**src/verilog/psl_pkg.sv**
```systemverilog
`default_nettype none
package psl_pkg;
  // ==========================================================
  // register offsets (byte addresses)
  localparam logic [11:0] PSL_OFF_TM_HDR   = 12'h260;
  localparam logic [11:0] PSL_OFF_TM_CAP   = 12'h264;
  localparam logic [11:0] PSL_OFF_TM_CTRL  = 12'h268;
  localparam logic [11:0] PSL_OFF_CRQ_WAIT = 12'h300;
  localparam logic [11:0] PSL_OFF_SUB_DLY  = 12'h304;
  localparam logic [11:0] PSL_OFF_GEN_A    = 12'h308;
  localparam logic [11:0] PSL_OFF_GEN_B    = 12'h30C;
  localparam logic [11:0] PSL_OFF_GEN_C    = 12'h310;
  localparam logic [11:0] PSL_OFF_PM_CTRL  = 12'h314;
  localparam logic [11:0] PSL_OFF_PM_STAT  = 12'h31C;
  // ==========================================================
  // fixed capability content
  localparam logic [15:0] PSL_TM_CAP_ID    = 16'h001F;
  localparam logic [3:0]  PSL_TM_CAP_VER   = 4'h1;
  localparam logic [11:0] PSL_TM_NEXT      = 12'h000;
  localparam logic [2:0]  PSL_TM_ROLES     = 3'h7;
  localparam logic [7:0]  PSL_TM_LCL_GRAN  = 8'h00;
  // ==========================================================
  // reset values and field layout
  localparam logic [19:0] PSL_CRQ_WAIT_RST = 20'h00FFF;
  localparam logic [15:0] PSL_SUB_DLY_RST  = 16'h01FF;
  localparam logic [31:0] PSL_GEN_C_RST    = 32'h000FFFFF;
  localparam logic [31:0] PSL_CTRL_WMASK   = 32'h0000FF03;
  localparam int          PSL_WAIT_UNIT_NS = 10;
  localparam int          PSL_DLY_UNIT_NS  = 4;
  localparam int          PSL_CLK_NS       = 5;
  localparam int          PSL_WAIT_CYC     = PSL_WAIT_UNIT_NS / PSL_CLK_NS;
  // 4 ns unit is shorter than one cycle: one count takes one cycle
  localparam int          PSL_DLY_CYC      = 1;
  // ==========================================================
  typedef enum logic [2:0] {
    PSL_L0       = 3'b000,
    PSL_L1       = 3'b001,
    PSL_L11_WAIT = 3'b011,
    PSL_L11      = 3'b010,
    PSL_RESUME   = 3'b110
  } psl_state_t;
endpackage
`default_nettype wire

```
**src/verilog/psl_regs.sv**
```systemverilog
// The AHB-Lite slave port was left to the implementer.
`default_nettype none
module psl_regs
  import psl_pkg::*;
#(
  parameter int TIMER_W = 24
) (
  input  wire logic        hclk,
  input  wire logic        hresetn,
  input  wire logic        hsel,
  input  wire logic [11:0] haddr,
  input  wire logic [1:0]  htrans,
  input  wire logic        hwrite,
  input  wire logic [2:0]  hsize,
  input  wire logic [31:0] hwdata,
  input  wire logic        hready,
  output logic      [31:0] hrdata,
  output logic             hreadyout,
  output logic             hresp,
  input  wire logic        upstream_port,
  input  wire logic        link_l1_entered,
  input  wire logic        link_aspm,
  input  wire logic        clock_request_n_in,
  output logic             clock_request_n_out,
  output logic             clock_request_n_oe,
  output logic             substate_l11,
  output logic             substate_resume,
  output logic             time_meas_enable,
  output logic             time_meas_root
);
  // the 20-bit wait field times two cycles per count needs 21 bits
  if (TIMER_W < 21) begin : g_timer_w_bad
    $error("TIMER_W too small for wait field");
  end

  // ==========================================================
  // bus slave
  logic        wr_pend;
  logic [11:0] wr_addr;
  logic [7:0]  time_meas_gran;
  logic [19:0] clock_request_wait_time;
  logic [15:0] sw_pm_substate_delay;
  logic [15:0] active_pm_substate_delay;
  logic [31:0] general_control_word_a;
  logic [31:0] general_control_word_b;
  logic [31:0] general_control_word_c;
  logic        substate_en;
  logic        crq_sync1;
  logic        crq_sync2;
  logic        timeout_seen;
  psl_state_t  state;
  psl_state_t  next_state;
  logic [TIMER_W-1:0] timer;
  logic        take;

  assign take      = hsel && hready && htrans[1];
  assign hreadyout = 1'b1;
  assign hresp     = 1'b0;

  always_ff @(posedge hclk or negedge hresetn) begin
    if (!hresetn) begin
      wr_pend <= 1'b0;
      wr_addr <= 12'h000;
    end else begin
      wr_pend <= take && hwrite;
      wr_addr <= {haddr[11:2], 2'b00};
    end
  end

  // ==========================================================
  // writable registers
  always_ff @(posedge hclk or negedge hresetn) begin
    if (!hresetn) begin
      time_meas_enable         <= 1'b0;
      time_meas_root           <= 1'b0;
      time_meas_gran           <= 8'h00;
      clock_request_wait_time  <= PSL_CRQ_WAIT_RST;
      sw_pm_substate_delay     <= PSL_SUB_DLY_RST;
      active_pm_substate_delay <= PSL_SUB_DLY_RST;
      general_control_word_a   <= 32'h00000000;
      general_control_word_b   <= 32'h00000000;
      general_control_word_c   <= PSL_GEN_C_RST;
      substate_en              <= 1'b0;
    end else if (wr_pend) begin
      unique case (wr_addr)
        PSL_OFF_TM_CTRL: begin
          // the capability exists on the upstream port only
          if (upstream_port) begin
            time_meas_enable <= hwdata[0];
            time_meas_root   <= hwdata[1];
            time_meas_gran   <= hwdata[15:8];
          end
        end
        PSL_OFF_CRQ_WAIT: clock_request_wait_time <= hwdata[19:0];
        PSL_OFF_SUB_DLY: begin
          sw_pm_substate_delay     <= hwdata[15:0];
          active_pm_substate_delay <= hwdata[31:16];
        end
        PSL_OFF_GEN_A:   general_control_word_a <= hwdata;
        PSL_OFF_GEN_B:   general_control_word_b <= hwdata;
        PSL_OFF_GEN_C:   general_control_word_c <= hwdata;
        PSL_OFF_PM_CTRL: substate_en <= hwdata[0];
        default: ;
      endcase
    end
  end

  // ==========================================================
  // read data, registered in the address phase
  // decoding the address phase keeps the slave free of wait states
  logic [31:0] rd_mux;
  logic        tm_root_eff;
  assign tm_root_eff = time_meas_enable && time_meas_root;

  always_comb begin
    rd_mux = 32'h00000000;
    unique case ({haddr[11:2], 2'b00})
      PSL_OFF_TM_HDR:
        if (upstream_port)
          rd_mux = {PSL_TM_NEXT, PSL_TM_CAP_VER, PSL_TM_CAP_ID};
      PSL_OFF_TM_CAP:
        if (upstream_port)
          rd_mux = {16'h0000, PSL_TM_LCL_GRAN, 5'h00, PSL_TM_ROLES};
      PSL_OFF_TM_CTRL:
        if (upstream_port)
          rd_mux = {16'h0000, time_meas_gran, 6'h00, time_meas_root,
                    time_meas_enable};
      PSL_OFF_CRQ_WAIT: rd_mux = {12'h000, clock_request_wait_time};
      PSL_OFF_SUB_DLY:
        rd_mux = {active_pm_substate_delay, sw_pm_substate_delay};
      PSL_OFF_GEN_A:   rd_mux = general_control_word_a;
      PSL_OFF_GEN_B:   rd_mux = general_control_word_b;
      PSL_OFF_GEN_C:   rd_mux = general_control_word_c;
      PSL_OFF_PM_CTRL: rd_mux = {31'h00000000, substate_en};
      PSL_OFF_PM_STAT:
        rd_mux = {27'h0000000, tm_root_eff, timeout_seen, state};
      default: rd_mux = 32'h00000000;
    endcase
  end

  always_ff @(posedge hclk or negedge hresetn) begin
    if (!hresetn) begin
      hrdata <= 32'h00000000;
    end else if (take && !hwrite) begin
      hrdata <= rd_mux;
    end
  end

  // ==========================================================
  // clock-request line and L1.1 sequencing
  // reset level 0 matches the pin held low by our own request
  always_ff @(posedge hclk or negedge hresetn) begin
    if (!hresetn) begin
      crq_sync1 <= 1'b0;
      crq_sync2 <= 1'b0;
    end else begin
      crq_sync1 <= clock_request_n_in;
      crq_sync2 <= crq_sync1;
    end
  end

  logic [TIMER_W-1:0] entry_limit;
  logic [TIMER_W-1:0] wait_limit;
  always_comb begin
    entry_limit = link_aspm
      ? TIMER_W'(active_pm_substate_delay) * TIMER_W'(PSL_DLY_CYC)
      : TIMER_W'(sw_pm_substate_delay) * TIMER_W'(PSL_DLY_CYC);
    wait_limit = TIMER_W'(clock_request_wait_time) * TIMER_W'(PSL_WAIT_CYC);
  end

  always_comb begin
    next_state = state;
    unique case (state)
      PSL_L0: if (link_l1_entered && substate_en) next_state = PSL_L1;
      PSL_L1:
        if (!link_l1_entered) next_state = PSL_L0;
        else if (timer >= entry_limit) next_state = PSL_L11_WAIT;
      PSL_L11_WAIT:
        if (crq_sync2) next_state = PSL_L11;
        else if (timer >= wait_limit) next_state = PSL_RESUME;
      PSL_L11: if (!crq_sync2 || !link_l1_entered) next_state = PSL_RESUME;
      PSL_RESUME: if (!link_l1_entered) next_state = PSL_L0;
      default: next_state = PSL_L0;
    endcase
  end

  always_ff @(posedge hclk or negedge hresetn) begin
    if (!hresetn) begin
      state <= PSL_L0;
      timer <= '0;
    end else begin
      state <= next_state;
      // saturates so that a link parked in one state never wraps
      if (next_state != state) timer <= '0;
      else if (timer != '1) timer <= timer + 1'b1;
    end
  end

  always_ff @(posedge hclk or negedge hresetn) begin
    if (!hresetn) begin
      timeout_seen <= 1'b0;
    // a timeout wins over a write-one clear in the same cycle
    end else if (state == PSL_L11_WAIT && next_state == PSL_RESUME) begin
      timeout_seen <= 1'b1;
    end else if (wr_pend && wr_addr == PSL_OFF_PM_STAT && hwdata[3]) begin
      timeout_seen <= 1'b0;
    end
  end

  // pin released (oe low) in L1.1 and while waiting for the partner
  assign clock_request_n_out = 1'b0;
  assign clock_request_n_oe  = !(state == PSL_L11_WAIT ||
                                 state == PSL_L11);
  assign substate_l11        = (state == PSL_L11);
  assign substate_resume     = (state == PSL_RESUME);

  // ==========================================================
  // checks
  release_now_a: assert property (@(posedge hclk) disable iff (!hresetn)
    $rose(state == PSL_L11_WAIT) |-> !clock_request_n_oe)
    else $error("clock request not released on L1.1 entry");
  timeout_a: assert property (@(posedge hclk) disable iff (!hresetn)
    (state == PSL_L11_WAIT && !crq_sync2 && timer >= wait_limit)
      |=> clock_request_n_oe && state == PSL_RESUME)
    else $error("wait timeout did not reassert clock request");
  wait_min_a: assert property (@(posedge hclk) disable iff (!hresetn)
    (state == PSL_L11_WAIT && next_state == PSL_RESUME)
      |-> timer >= wait_limit)
    else $error("resume before wait time expired");
  entry_dly_a: assert property (@(posedge hclk) disable iff (!hresetn)
    (state == PSL_L1 && next_state == PSL_L11_WAIT)
      |-> timer >= entry_limit)
    else $error("L1.1 entered before delay");
  root_a: assert property (@(posedge hclk) disable iff (!hresetn)
    (wr_pend && upstream_port && wr_addr == PSL_OFF_TM_CTRL && !hwdata[0])
      |=> !tm_root_eff)
    else $error("root without enable");
  hdr_read_a: assert property (@(posedge hclk) disable iff (!hresetn)
    (take && !hwrite && upstream_port && haddr == PSL_OFF_TM_HDR)
      |=> hrdata == 32'h0001001F)
    else $error("capability header wrong");
  cap_read_a: assert property (@(posedge hclk) disable iff (!hresetn)
    (take && !hwrite && upstream_port && haddr == PSL_OFF_TM_CAP)
      |=> hrdata == 32'h00000007)
    else $error("capability word wrong");
  ctrl_write_a: assert property (@(posedge hclk) disable iff (!hresetn)
    (wr_pend && upstream_port && wr_addr == PSL_OFF_TM_CTRL)
      |=> time_meas_enable == $past(hwdata[0]))
    else $error("enable bit not written");
  rsvd_read_a: assert property (@(posedge hclk) disable iff (!hresetn)
    (take && !hwrite && haddr == PSL_OFF_CRQ_WAIT)
      |=> hrdata[31:20] == 12'h000)
    else $error("reserved bits nonzero");
  gen_c_a: assert property (@(posedge hclk) disable iff (!hresetn)
    (wr_pend && wr_addr == PSL_OFF_GEN_C)
      |=> general_control_word_c == $past(hwdata))
    else $error("word c not written");
  map_a: assert property (@(posedge hclk) disable iff (!hresetn)
    (take && !hwrite && !upstream_port && haddr == PSL_OFF_TM_CTRL)
      |=> hrdata == 32'h00000000)
    else $error("capability visible on downstream port");


  // ==========================================================
  // register write and read checks
  root_write_a: assert property (@(posedge hclk) disable iff (!hresetn)
    (wr_pend && upstream_port && wr_addr == PSL_OFF_TM_CTRL)
      |=> time_meas_root == $past(hwdata[1]))
    else $error("root select not written");
  gran_write_a: assert property (@(posedge hclk) disable iff (!hresetn)
    (wr_pend && upstream_port && wr_addr == PSL_OFF_TM_CTRL)
      |=> time_meas_gran == $past(hwdata[15:8]))
    else $error("granularity not written");
  ctrl_down_a: assert property (@(posedge hclk) disable iff (!hresetn)
    (wr_pend && !upstream_port && wr_addr == PSL_OFF_TM_CTRL)
      |=> $stable(time_meas_enable) && $stable(time_meas_root))
    else $error("control written on downstream port");
  wait_write_a: assert property (@(posedge hclk) disable iff (!hresetn)
    (wr_pend && wr_addr == PSL_OFF_CRQ_WAIT)
      |=> clock_request_wait_time == $past(hwdata[19:0]))
    else $error("wait time not written");
  dly_write_a: assert property (@(posedge hclk) disable iff (!hresetn)
    (wr_pend && wr_addr == PSL_OFF_SUB_DLY)
      |=> {active_pm_substate_delay, sw_pm_substate_delay}
          == $past(hwdata))
    else $error("entry delays not written");
  hdr_down_a: assert property (@(posedge hclk) disable iff (!hresetn)
    (take && !hwrite && !upstream_port && haddr == PSL_OFF_TM_HDR)
      |=> hrdata == 32'h00000000)
    else $error("header visible on downstream port");
  ctrl_rsvd_a: assert property (@(posedge hclk) disable iff (!hresetn)
    (take && !hwrite && upstream_port && haddr == PSL_OFF_TM_CTRL)
      |=> hrdata[31:16] == 16'h0000 && hrdata[7:2] == 6'h00)
    else $error("control reserved bits nonzero");
  rdata_hold_a: assert property (@(posedge hclk) disable iff (!hresetn)
    !(take && !hwrite) |=> $stable(hrdata))
    else $error("read data changed without a read");

  // ==========================================================
  // substate sequencing checks
  sub_enter_a: assert property (@(posedge hclk) disable iff (!hresetn)
    (state == PSL_L0 && link_l1_entered && substate_en)
      |=> state == PSL_L1)
    else $error("L1 not followed");
  no_enter_a: assert property (@(posedge hclk) disable iff (!hresetn)
    (state == PSL_L0 && !substate_en) |=> state == PSL_L0)
    else $error("substate sequence ran while disabled");
  l1_exit_a: assert property (@(posedge hclk) disable iff (!hresetn)
    (state == PSL_L1 && !link_l1_entered)
      |=> state == PSL_L0 && clock_request_n_oe)
    else $error("L1 exit not followed");
  entry_time_a: assert property (@(posedge hclk) disable iff (!hresetn)
    (state == PSL_L1 && link_l1_entered && timer >= entry_limit)
      |=> state == PSL_L11_WAIT && !clock_request_n_oe)
    else $error("L1.1 entry late");
  partner_rel_a: assert property (@(posedge hclk) disable iff (!hresetn)
    (state == PSL_L11_WAIT && crq_sync2)
      |=> state == PSL_L11 && !clock_request_n_oe)
    else $error("partner release not honoured");
  l11_exit_a: assert property (@(posedge hclk) disable iff (!hresetn)
    (state == PSL_L11 && !crq_sync2)
      |=> state == PSL_RESUME && clock_request_n_oe)
    else $error("clock request not reasserted in L1.1");
  resume_hold_a: assert property (@(posedge hclk) disable iff (!hresetn)
    (state == PSL_RESUME && link_l1_entered)
      |=> state == PSL_RESUME && clock_request_n_oe)
    else $error("resume left early");
  resume_l0_a: assert property (@(posedge hclk) disable iff (!hresetn)
    (state == PSL_RESUME && !link_l1_entered) |=> state == PSL_L0)
    else $error("resume did not reach L0");
  timer_clr_a: assert property (@(posedge hclk) disable iff (!hresetn)
    (next_state != state) |=> timer == '0)
    else $error("timer not cleared on state change");
  timer_run_a: assert property (@(posedge hclk) disable iff (!hresetn)
    (next_state == state && timer != '1)
      |=> timer == $past(timer) + 1'b1)
    else $error("timer did not count");
  sticky_set_a: assert property (@(posedge hclk) disable iff (!hresetn)
    (state == PSL_L11_WAIT && next_state == PSL_RESUME)
      |=> timeout_seen)
    else $error("timeout not recorded");
  sticky_hold_a: assert property (@(posedge hclk) disable iff (!hresetn)
    (timeout_seen && !(wr_pend && wr_addr == PSL_OFF_PM_STAT && hwdata[3]))
      |=> timeout_seen)
    else $error("timeout flag lost");

  resume_c: cover property (@(posedge hclk) disable iff (!hresetn)
    state == PSL_RESUME ##1 state == PSL_L0);
  clear_c: cover property (@(posedge hclk) disable iff (!hresetn)
    timeout_seen ##1 !timeout_seen);
  enter_l11_c: cover property (@(posedge hclk) disable iff (!hresetn)
    state == PSL_L11_WAIT ##[1:50] state == PSL_L11);
  timeout_c: cover property (@(posedge hclk) disable iff (!hresetn)
    state == PSL_L11_WAIT ##1 state == PSL_RESUME);
  root_c: cover property (@(posedge hclk) disable iff (!hresetn)
    $rose(tm_root_eff));
endmodule
`default_nettype wire
```
**config.mk**
```make
export PLATFORM = sky130hd
export DESIGN_NAME = psl_regs
export DESIGN_NICKNAME = d
export VERILOG_FILES = /design/src/verilog/psl_pkg.sv /design/src/verilog/psl_regs.sv
export SDC_FILE = /design/constraint.sdc
export NUM_CORES = 1
export LEC_CHECK = 0
export CAP_MARGIN = 25
export CORE_UTILIZATION = 69
export CTS_CLUSTER_DIAMETER = 200
export DETAILED_ROUTE_END_ITERATION = 8
export DONT_BUFFER_PORTS = 1
export GPL_ROUTABILITY_DRIVEN = 0
export PLACE_DENSITY = 0.86
export SYNTH_ARGS = -nofsm -noshare
export SYNTH_HDL_FRONTEND = slang
export SYNTH_SLANG_ARGS = --single-unit
export TNS_END_PERCENT = 10
```
**constraint.sdc**
```tcl
create_clock -name hclk -period 4 [get_ports hclk]
set_clock_uncertainty 0.15 [all_clocks]
set_input_delay 0.2 -clock hclk [delete_from_list [all_inputs] [get_ports hclk]]
set_output_delay 0.2 -clock hclk [all_outputs]
set_load 0.02 [all_outputs]
```
==> summary.md, run 1 <==
| Metric | Value |
|---|---|
| Status | finished with violations |
| Failing checks | hold timing |
| RSZ-0062 raised after global routing | no |
| CTS resizes | 0 |
| Worst EP arrival | 3.51 ns |
| FMAX | 308.8 MHz |
| WS Path Type | register to register |
| Final instance area | 0.01289 mm² |
| Diode count | 0 |
| Die area | 0.01702 mm² |
| First-pass GRT wire length | 45.58 mm |
| Internal | 4.114 mW |
| Final Hold Fails | 232 |
| Die height | 130.5 µm |
| Antenna-violating nets left | 0 |
| CTS buffer count | 24 |
| Combinational share of power | 8.4% |
| DP Worst Slack | 0.7894 ns |
| Worst setup EP type | register |
| # DRC | 0 |
| Final Setup Violations | 0 |
| Sw Ratio | 23.42% |
| GRT Total Usage | 35.75% |
| Final Non-Filler Cells | 1221 |
| Layout cells sized above 1 | 29.95% |
| H-tree levels | 1 |
| Die Wd | 130.5 µm |
| CTS clk-pin slew, worst paths | 0.06 ns |
| Largest net degree at the start of global routing | 233 |
| Worst hold-check path type | input pin to async pin |
| Final wirelength | 29.75 mm |
| Seq/Total Area, Yosys | 51.53% |
| Core ar. | 0.01600 mm² |
| PD cells | 416.8 mW/mm² |
| Global route overflow | 0 |
| DP Cell Count | 1130 |
| Worst-margin pin slew | 1.051 ns |
| Setup TNS Final | 0 ns |
| Clock tree buffer depth | 3 |
| Sequential share of power | 48.1% |
| Post-CTS Setup Bufs | 0 |
| Vias in the first global route | 8373 |
| Top cells by count, synth | dfrtp_1 (182), mux2_2 (161), nand2_1 (76), o21ai_0 (54), dfstp_2 (50) |
| Initial antenna violation count | 0 |
| Critical Path Fanout Max | 24 |
| Via density | 6.810 |
| Synth area leaders | dfrtp_1 (40%), mux2_2 (16%), dfstp_2 (12%) |
| Slew Limit Headroom | 29.93% |
| Synth area leader | dfrtp_1 |
| Mapped Area | 0.01139 mm² |
| CTS Hold Bufs | 46 |
| Starting Density | 71.18% |
| Final net count | 1082 |
| Warnings from Yosys | 0 |
| MaxCap Viol Count | 0 |
| Top-count cell post-synth | dfrtp_1 |
| Clock power share | 43.4% |
| Placed instance area | 0.01155 mm² |
| Pleak | 5.733 nW |
| TritonCTS clock tree | yes |
| Min Tclk post-route | 3.238 ns |
| Net Switching | 1.258 mW |
| Root Buffer | clkbuf_16 |
| Area growth, synth to finish | 13.16% |
| Flops & latches, synth | 232 |
| Post-synth cell types | 66 |
| EDFF count, synth | 0 |
| Total number of vias | 8315 |
| Mapped Cells | 950 |
| First drt pass iteration count | 5 |
| Max VDD drop | 0.4130 mV |
| Worst Hold Slack | -0.7568 ns |
| Async SR Flop Fraction | 100.0% |
| Worst Setup Slack, final | 0.7621 ns |
| Period utilization | 80.95% |
| Crit start category | register |
| I/O pins | 98 |
| Critical Path RT | 4.27 ns |
| Syn Area/Cell | 11.99 µm² |
| Synth top area share | 39.99% |
| Final max-slew violation count | 0 |
| Worst skew pair latency | 0.51 ns |
| WL/cell | 24.36 µm |
| Ys flop type | dfrtp_1 |
| DP HPWL | 17.53 mm |
| Port bufs | 0 |
| Clk sink count | 232 |
| Num rows | 46 |
| Initial DRC Count | 792 |
| Layout fillers | 896 |
## power groups by stage
stage / combinational, mW / clock [mW] / sequential [mW]
after global placement: 0.342 / 0 / 2.61
after CTS: 0.444 / 2.36 / 2.58
after floorplan: 0.312 / 0 / 2.58
after global routing: 0.499 / 2.45 / 2.60
after detailed placement: 0.366 / 0 / 2.62
final: 0.452 / 2.33 / 2.59
## critical path, stage by stage (launching register included)
cell and delay, ns:
dfstp_2 0.54, inv_1 0.07, ha_1 0.31, a21oi_1 0.16
o21ai_0 0.08, a2111oi_0 0.82, nand4_1 0.21, a22o_1 0.27
buf_4 0.25, nor4_2 0.28
## metrics by stage
step / power (mW) / hold WS [ns] / utilization [%]
finish: 5.372 / -0.7568 / 80.54
floorplan: 2.892 / -0.2456 / -
global route: 5.546 / -0.7693 / 80.54
global placement: 2.953 / -0.2333 / 72.21
CTS: 5.384 / -0.7711 / 80.37
detailed placement: 2.984 / -0.2333 / 72.21
## path summary, 6_finish.rpt
path,startpoint,end,slack [ns],depth (start not counted)
max,clock_request_wait_time[8]$_DFFE_PN1P_,timer[14]$_DFFE_PN0P_,0.76,9
min,hresetn,general_control_word_a[6]$_DFFE_PN0P_,-0.76,0
max reg2reg,clock_request_wait_time[8]$_DFFE_PN1P_,timer[14]$_DFFE_PN0P_,0.76,9
min reg2reg,crq_sync1$_DFF_PN0_,crq_sync2$_DFF_PN0_,0.20,0
max in group asynchronous,hresetn,general_control_word_c[10]$_DFFE_PN1P_,4.06,0
min in group hclk,haddr[2],hrdata[27]$_DFFE_PN0P_,0.01,4
## placed cells by master, fill, tap and decap left out, types with 15 or more instances in the layout
cell	netlist	layout
a21oi_1	24	24
a221oi_1	25	25
clkbuf_16	0	25
dfrtp_1	182	182
dfstp_2	50	50
dlygate4sd3_1	0	46
ha_1	37	37
inv_1	26	26
mux2_2	161	161
mux2i_1	44	44
nand2_1	76	76
nor2_1	33	33
nor3_2	22	21
o21ai_0	54	54
xor2_1	15	15
## layer usage
layer | up-vias | track usage, % | wire length, µm
li1 | 3558 | - | -
met1 | 4200 | 46.16 | 11560
met2 | 451 | 57.98 | 14080
met3 | 106 | 6.759 | 2555
met4 | 0 | 18.66 | 1556
met5 | - | 0 | 0
## registers in the layout, summed over array words and instances, names as in the netlist, 3 cells and up
name                      count
general_control_word_b       32
sw_pm_substate_delay         16
timer                        24
active_pm_substate_delay     16
clock_request_wait_time      20
time_meas_gran                8
wr_addr                      10
general_control_word_c       32
general_control_word_a       32
state                         3
hrdata                       32
## kinds of logic (layout without fill, tap and decap cells)
family,Yosys count,in the layout,share of synthesized area (%)
AOI/OAI and AO/OA,157,157,9.163
xor gates and xnor gates,21,21,1.615
adders and majority gates,37,37,4.065
buffers and inverters,77,131,2.791
DFF,232,232,51.53
muxes,205,205,19.79
other,2,3,0.06594
and+or+nand+nor,219,219,10.99
## layout make-up
| type | instances | area (µm²) | share of cell area (%) |
|---|---|---|---|
| repair buffers | 61 | 593.1 | 4.602 |
| well taps | 216 | 270.3 | 2.097 |
| flip-flops and latches | 232 | 5868 | 45.53 |
| multi-input cells | 642 | 5213 | 40.45 |
| clock inverters | 8 | 98.84 | 0.7670 |
| inverters | 26 | 97.59 | 0.7573 |
| clock buffers | 36 | 747.0 | 5.796 |
Power figures use the tool's default switching activity.
==> inputs of run 2 (changes only) <==
--- a/config.mk
+++ b/config.mk
@@ -6,12 +6,12 @@
 export NUM_CORES = 1
 export LEC_CHECK = 0
 export CAP_MARGIN = 25
-export CORE_UTILIZATION = 69
+export CORE_UTILIZATION = 64
 export CTS_CLUSTER_DIAMETER = 200
 export DETAILED_ROUTE_END_ITERATION = 8
 export DONT_BUFFER_PORTS = 1
 export GPL_ROUTABILITY_DRIVEN = 0
-export PLACE_DENSITY = 0.86
+export PLACE_DENSITY = 0.81
 export SYNTH_ARGS = -nofsm -noshare
 export SYNTH_HDL_FRONTEND = slang
 export SYNTH_SLANG_ARGS = --single-unit
==> constraint.sdc (replaced) <==
create_clock -name hclk -period 3.4 [get_ports hclk]
set_clock_uncertainty 0.15 [all_clocks]
set_input_delay 0.17 -clock hclk [delete_from_list [all_inputs] [get_ports hclk]]
set_output_delay 0.17 -clock hclk [all_outputs]
set_load 0.02 [all_outputs]
==> summary.md, run 2 (same netlist as run 1, synthesis figures left out) <==
| Metric | Value |
|---|---|
| Initial antenna violation count | 0 (unchanged) |
| Worst setup EP type | register (unchanged) |
| WS Path Type | register to register (unchanged) |
| Final Non-Filler Cells | 1234 (was 1221) |
| R2R Setup Slk | 0.25 ns (was 0.76 ns) |
| Final Setup Violations | 0 (unchanged) |
| Clock tree buffer depth | 3 (unchanged) |
| PD cells | 470.6 mW/mm² (was 416.8 mW/mm²) |
| Worst skew pair latency | 0.52 ns (was 0.51 ns) |
| Final wirelength | 28.92 mm (was 29.75 mm) |
| Global Route met1 Usage | 43.55% (was 46.16%) |
| MaxCap Viol Count | 0 (unchanged) |
| Initial DRC Count | 724 (was 792) |
| Status | finished with violations (unchanged) |
| Clock power share | 41.2% (was 43.4%) |
| Area growth, synth to finish | 12.85% (was 13.16%) |
| Gr busiest metal | met2 (unchanged) |
| Die Wd | 135.4 µm (was 130.5 µm) |
| Reg-to-reg critical path startpoint | clock_request_wait_time[8]$_DFFE_PN1P_ (unchanged) |
| H-tree levels | 1 (unchanged) |
| Clk sink count | 232 (unchanged) |
| RR Endpoint | timer[14]$_DFFE_PN0P_ (unchanged) |
| Crit start category | register (unchanged) |
| R2r worst-path depth | 10 (was 9) |
| First-pass GRT wire length | 45.01 mm (was 45.58 mm) |
| Vias in the first global route | 8226 (was 8373) |
| Total number of vias | 8083 (was 8315) |
| Die height | 135.4 µm (was 130.5 µm) |
| Via density | 6.550 (was 6.810) |
| Met3 GRT Util | 5.724% (was 6.759%) |
| Final Hold Fails | 232 (unchanged) |
| Internal | 4.616 mW (was 4.114 mW) |
| I/O pins | 98 (unchanged) |
| DP HPWL | 17.84 mm (was 17.53 mm) |
| WL/cell | 23.44 µm (was 24.36 µm) |
| Net Switching | 1.433 mW (was 1.258 mW) |
| CTS Hold Bufs | 48 (was 46) |
| Max VDD drop | 0.3894 mV (was 0.4130 mV) |
| Sequential share of power | 50.4% (was 48.1%) |
| # DRC | 0 (unchanged) |
| TritonCTS clock tree | yes (unchanged) |
| Global route overflow | 0 (unchanged) |
| Port bufs | 0 (unchanged) |
| Commonest non-fill, non-tap cell in the layout | dfrtp_1 (unchanged) |
| Worst-margin pin slew | 1.070 ns (was 1.051 ns) |
| FMAX | 317.6 MHz (was 308.8 MHz) |
| Core ar. | 0.01736 mm² (was 0.01600 mm²) |
| First drt pass iteration count | 5 (unchanged) |
| GRT Total Usage | 32.41% (was 35.75%) |
| Met2 usage | 52.08% (was 57.98%) |
| Antenna-violating nets left | 0 (unchanged) |
| Largest net degree at the start of global routing | 233 (unchanged) |
| Critical Path RT | 3.67 ns (was 4.27 ns) |
| Slew Limit Headroom | 28.66% (was 29.93%) |
| DP Cell Count | 1141 (was 1130) |
| Worst Hold Slack | -0.8014 ns (was -0.7568 ns) |
| CTS clk-pin slew, worst paths | 0.06 ns (about the same) |
| Layout cells sized above 1 | 29.34% (was 29.95%) |
| Failing checks | hold timing (unchanged) |
| Pleak | 5.704 nW (was 5.733 nW) |
| Commonest cells after routing, fill and taps aside | dfrtp_1 (182), mux2_2 (161), nand2_1 (76), o21ai_0 (54), dfstp_2 (50) (unchanged) |
| Min Tclk post-route | 3.149 ns (was 3.238 ns) |
| Root Buffer | clkbuf_16 (unchanged) |
| Combinational share of power | 8.4% (about the same) |
| Sw Ratio | 23.68% (was 23.42%) |
| Final net count | 1086 (was 1082) |
| Starting Density | 65.61% (was 71.18%) |
| Worst EP arrival | 3.42 ns (was 3.51 ns) |
| Worst hold-check path type | input pin to async pin (unchanged) |
| RSZ-0062 raised after global routing | no (unchanged) |
| Diode count | 0 (unchanged) |
| Setup TNS Final | 0 ns (unchanged) |
| Num rows | 48 (was 46) |
| Period utilization | 92.61% (was 80.95%) |
| Final max-slew violation count | 0 (unchanged) |
| Critical Path Fanout Max | 24 (unchanged) |
| Die area | 0.01833 mm² (was 0.01702 mm²) |
| CTS buffer count | 24 (unchanged) |
==> run 2: area by class of cell <==
class	count	area, µm²
Tap cell	225	281.5
Timing Repair Buffer	65	640.6
Clock inverter	4	27.53
Sequential cell	232	5868
Multi-Input combinational cell	642	5215
Inverter	26	97.59
Fill cell	1094	4504
Clock buffer	40	721.9
==> run 2: critical path: stages, from the launching register on <==
cell       delay, ns
dfstp_2         0.54
inv_1           0.05
ha_1            0.32
a21oi_1         0.17
o21ai_0         0.08
a2111oi_0       0.64
buf_4           0.24
nand4_1         0.12
a22o_1          0.24
buf_4           0.25
nor4_2          0.27
==> run 2: layer usage <==
metal	up-vias	wire length, µm
met5	-	0
met4	0	1007
met3	86	2234
met2	336	13850
met1	4099	11830
li1	3562	-
==> run 2: how the worst max path moves through the flow <==
stage / endpoint / from / slack [ns] / cells past startpoint
CTS: timer[14]$_DFFE_PN0P_ / clock_request_wait_time[8]$_DFFE_PN1P_ / 0.28 / 10
floorplan: timer[10]$_DFFE_PN0P_ / link_aspm / 0.52 / 11
detailed placement: timer[14]$_DFFE_PN0P_ / clock_request_wait_time[8]$_DFFE_PN1P_ / 0.32 / 10
global placement: timer[14]$_DFFE_PN0P_ / clock_request_wait_time[8]$_DFFE_PN1P_ / 0.28 / 10
finish: timer[14]$_DFFE_PN0P_ / clock_request_wait_time[8]$_DFFE_PN1P_ / 0.25 / 10
global route: timer[14]$_DFFE_PN0P_ / clock_request_wait_time[8]$_DFFE_PN1P_ / 0.04 / 10
==> run 2: power by group through the flow <==
stage / Clock, mW / Sequential (mW) / Combinational (mW)
6_report: 2.49 / 3.05 / 0.510
3_3_place_gp: 0 / 3.09 / 0.395
3_5_place_dp: 0 / 3.09 / 0.422
4_1_cts: 2.52 / 3.05 / 0.505
5_1_grt: 2.63 / 3.06 / 0.575
2_1_floorplan: 0 / 3.04 / 0.367
==> run 2: stage by stage <==
| stage | hold WS, ns | total power [mW] | util, % | setup WS (ns) | area (µm²) |
|---|---|---|---|---|---|
| after detailed placement | -0.2634 | 3.513 | 66.80 | 0.3153 | 11590 |
| after CTS | -0.8032 | 6.072 | 73.89 | 0.2831 | 12820 |
| final | -0.8014 | 6.049 | 74.05 | 0.2512 | 12850 |
| after global placement | -0.2617 | 3.480 | 66.80 | 0.2844 | 11590 |
| after floorplan | -0.2756 | 3.403 | - | 0.5242 | 11390 |
| after global routing | -0.8080 | 6.262 | 74.05 | 0.03974 | 12850 |
==> run 2: timing repair <==
action	in CTS	in global routing
gates resized for setup	0	0
endpoints found under the setup margin	0	0
hold endpoints to repair	423	232
buffers inserted	0	0
==> inputs of run 3 (changes only) <==
--- a/config.mk
+++ b/config.mk
@@ -12,6 +12,7 @@
 export DONT_BUFFER_PORTS = 1
 export GPL_ROUTABILITY_DRIVEN = 0
 export PLACE_DENSITY = 0.81
+export REMOVE_ABC_BUFFERS = 1
 export SYNTH_ARGS = -nofsm -noshare
 export SYNTH_HDL_FRONTEND = slang
 export SYNTH_SLANG_ARGS = --single-unit
==> constraint.sdc (replaced) <==
create_clock -name hclk -period 3.4 [get_ports hclk]
set_clock_uncertainty 0.15 [all_clocks]
set_input_delay 0.17 -clock hclk [delete_from_list [all_inputs] [get_ports hclk]]
set_output_delay 0.17 -clock hclk [all_outputs]
set_load 0.05 [all_outputs]
==> summary.md, run 3 (same netlist as run 1, synthesis figures left out) <==
| Metric | Value |
|---|---|
| PD cells | 483.2 mW/mm² (was 470.6 mW/mm²) |
| Port bufs | 0 (unchanged) |
| Antenna-violating nets left | 0 (unchanged) |
| I/O pins | 98 (unchanged) |
| RSZ-0062 raised after global routing | no (unchanged) |
| WL/cell | 23.25 µm (was 23.44 µm) |
| Via density | 6.511 (was 6.550) |
| Final Hold Fails | 232 (unchanged) |
| Combinational share of power | 8.2% (was 8.4%) |
| Final Non-Filler Cells | 1234 (unchanged) |
| FMAX | 325.2 MHz (was 317.6 MHz) |
| # DRC | 0 (unchanged) |
| DP HPWL | 17.50 mm (was 17.84 mm) |
| Slew Limit Headroom | 36.03% (was 28.66%) |
| Commonest cells after routing, fill and taps aside | dfrtp_1 (182), mux2_2 (161), nand2_1 (76), o21ai_0 (54), dfstp_2 (50) (unchanged) |
| Pwr Total | 6.233 mW (was 6.049 mW) |
| Post-layout utilization of the core | 74.32% (was 74.05%) |
| Initial DRC Count | 612 (was 724) |
| Total number of vias | 8035 (was 8083) |
| Vias in the first global route | 8386 (was 8226) |
| Final max-slew violation count | 0 (unchanged) |
| Die Wd | 135.4 µm (unchanged) |
| First-pass GRT wire length | 44.82 mm (was 45.01 mm) |
| Num rows | 48 (unchanged) |
| Post-CTS Setup Bufs | 0 (unchanged) |
| DP Cell Count | 1142 (was 1141) |
| Area growth, synth to finish | 13.27% (was 12.85%) |
| Final Setup Violations | 0 (unchanged) |
| Critical Path RT | 3.69 ns (was 3.67 ns) |
| Starting Density | 65.61% (unchanged) |
| Worst skew pair latency | 0.52 ns (about the same) |
| CTS clk-pin slew, worst paths | 0.06 ns (about the same) |
| Status | finished with violations (unchanged) |
| Die area | 0.01833 mm² (unchanged) |
| Setup TNS Final | 0 ns (unchanged) |
| Final wirelength | 28.69 mm (was 28.92 mm) |
| Failing checks | hold timing (unchanged) |
| Layout cells sized above 1 | 29.96% (was 29.34%) |
| First drt pass iteration count | 5 (unchanged) |
| Worst setup EP type | register (unchanged) |
| Critical Path Fanout Max | 24 (unchanged) |
| MaxCap Viol Count | 0 (unchanged) |
| Root Buffer | clkbuf_16 (unchanged) |
| Initial antenna violation count | 1 (was 0) |
| Clock power share | 43.1% (was 41.2%) |
| Die height | 135.4 µm (unchanged) |
| Largest net degree at the start of global routing | 233 (unchanged) |
| Min Tclk post-route | 3.075 ns (was 3.149 ns) |
| Period utilization | 90.43% (was 92.61%) |
| WS Path Type | register to register (unchanged) |
| Max VDD drop | 0.4036 mV (was 0.3894 mV) |
| Final net count | 1085 (was 1086) |
| Worst-margin pin slew | 0.9560 ns (was 1.070 ns) |
| Pleak | 5.732 nW (was 5.704 nW) |
| Core ar. | 0.01736 mm² (unchanged) |
| Commonest non-fill, non-tap cell in the layout | dfrtp_1 (unchanged) |
| Sequential share of power | 48.7% (was 50.4%) |
| Crit start category | register (unchanged) |
| CTS Hold Bufs | 46 (was 48) |
| Global route overflow | 0 (unchanged) |
| Worst Hold Slack | -0.8108 ns (was -0.8014 ns) |
| Worst EP arrival | 3.36 ns (was 3.42 ns) |
| Worst hold-check path type | input pin to async pin (unchanged) |
| CTS buffer count | 24 (unchanged) |
| Clk sink count | 232 (unchanged) |
| TritonCTS clock tree | yes (unchanged) |
| GRT Total Usage | 32.08% (was 32.41%) |
| H-tree levels | 1 (unchanged) |
| Net Switching | 1.458 mW (was 1.433 mW) |
| Sw Ratio | 23.39% (was 23.68%) |
| Clock tree buffer depth | 3 (unchanged) |
| Internal | 4.775 mW (was 4.616 mW) |
==> run 3: per-layer routing <==
metal / up-vias / share of wire, % / global-route usage [%]
met1: 4103 / 41 / 41.03
met4: 0 / 3.1 / 12.48
met2: 303 / 49 / 54.19
li1: 3558 / - / -
met5: - / 0 / 0
met3: 71 / 6.9 / 5.799
==> run 3: final timing paths <==
check	start	endpoint	slack, ns	cells after the start
worst max-delay path	clock_request_wait_time[10]$_DFFE_PN1P_	timer[14]$_DFFE_PN0P_	0.33	9
worst min-delay path	hresetn	hrdata[16]$_DFFE_PN0P_	-0.81	0
worst max register to register	clock_request_wait_time[10]$_DFFE_PN1P_	timer[14]$_DFFE_PN0P_	0.33	9
worst min register to register	crq_sync1$_DFF_PN0_	crq_sync2$_DFF_PN0_	0.21	0
max in group asynchronous	hresetn	general_control_word_c[11]$_DFFE_PN1P_	3.55	0
min in group hclk	haddr[2]	hrdata[2]$_DFFE_PN0P_	0.02	5
==> run 3: area by class of cell <==
| type | instances | area, µm² |
|---|---|---|
| multi-input combinational | 642 | 5216 |
| sequential | 232 | 5868 |
| clock buffer | 37 | 719.4 |
| antenna | 1 | 2.502 |
| clock inverter | 7 | 98.84 |
| fill | 1136 | 4457 |
| tap | 225 | 281.5 |
| timing repair buffer | 64 | 615.6 |
| inverter | 26 | 97.59 |
==> run 3: what timing repair did <==
action / in CTS / in global routing
resized for setup: 0 / 1
hold endpoints to repair: 424 / 232
setup endpoints to repair: 0 / 3
==> run 3: power by group through the flow <==
stage                     Clock [mW]  Sequential [mW]  Combinational (mW)
after floorplan                    0             3.04               0.352
after global placement             0             3.07               0.404
after detailed placement           0             3.08               0.427
after CTS                       2.72             3.03               0.509
after global routing            2.82             3.05               0.573
final                           2.69             3.03               0.513
==> run 3: worst max-delay path: stages, from the launching register on <==
cell	delay, ns
dfstp_2	0.54
inv_1	0.06
ha_1	0.31
a21oi_1	0.16
o21ai_0	0.17
a2111oi_1	0.63
nand4_1	0.19
a22o_1	0.24
buf_4	0.25
nor4_2	0.26
==> run 3: metrics by stage <==
stage | area [µm²] | setup slack, ns
after floorplan | 11170 | 0.4903
after global placement | 11600 | 0.3974
after detailed placement | 11600 | 0.3236
after CTS | 12880 | 0.2368
after global routing | 12900 | 0.08066
final | 12900 | 0.3253
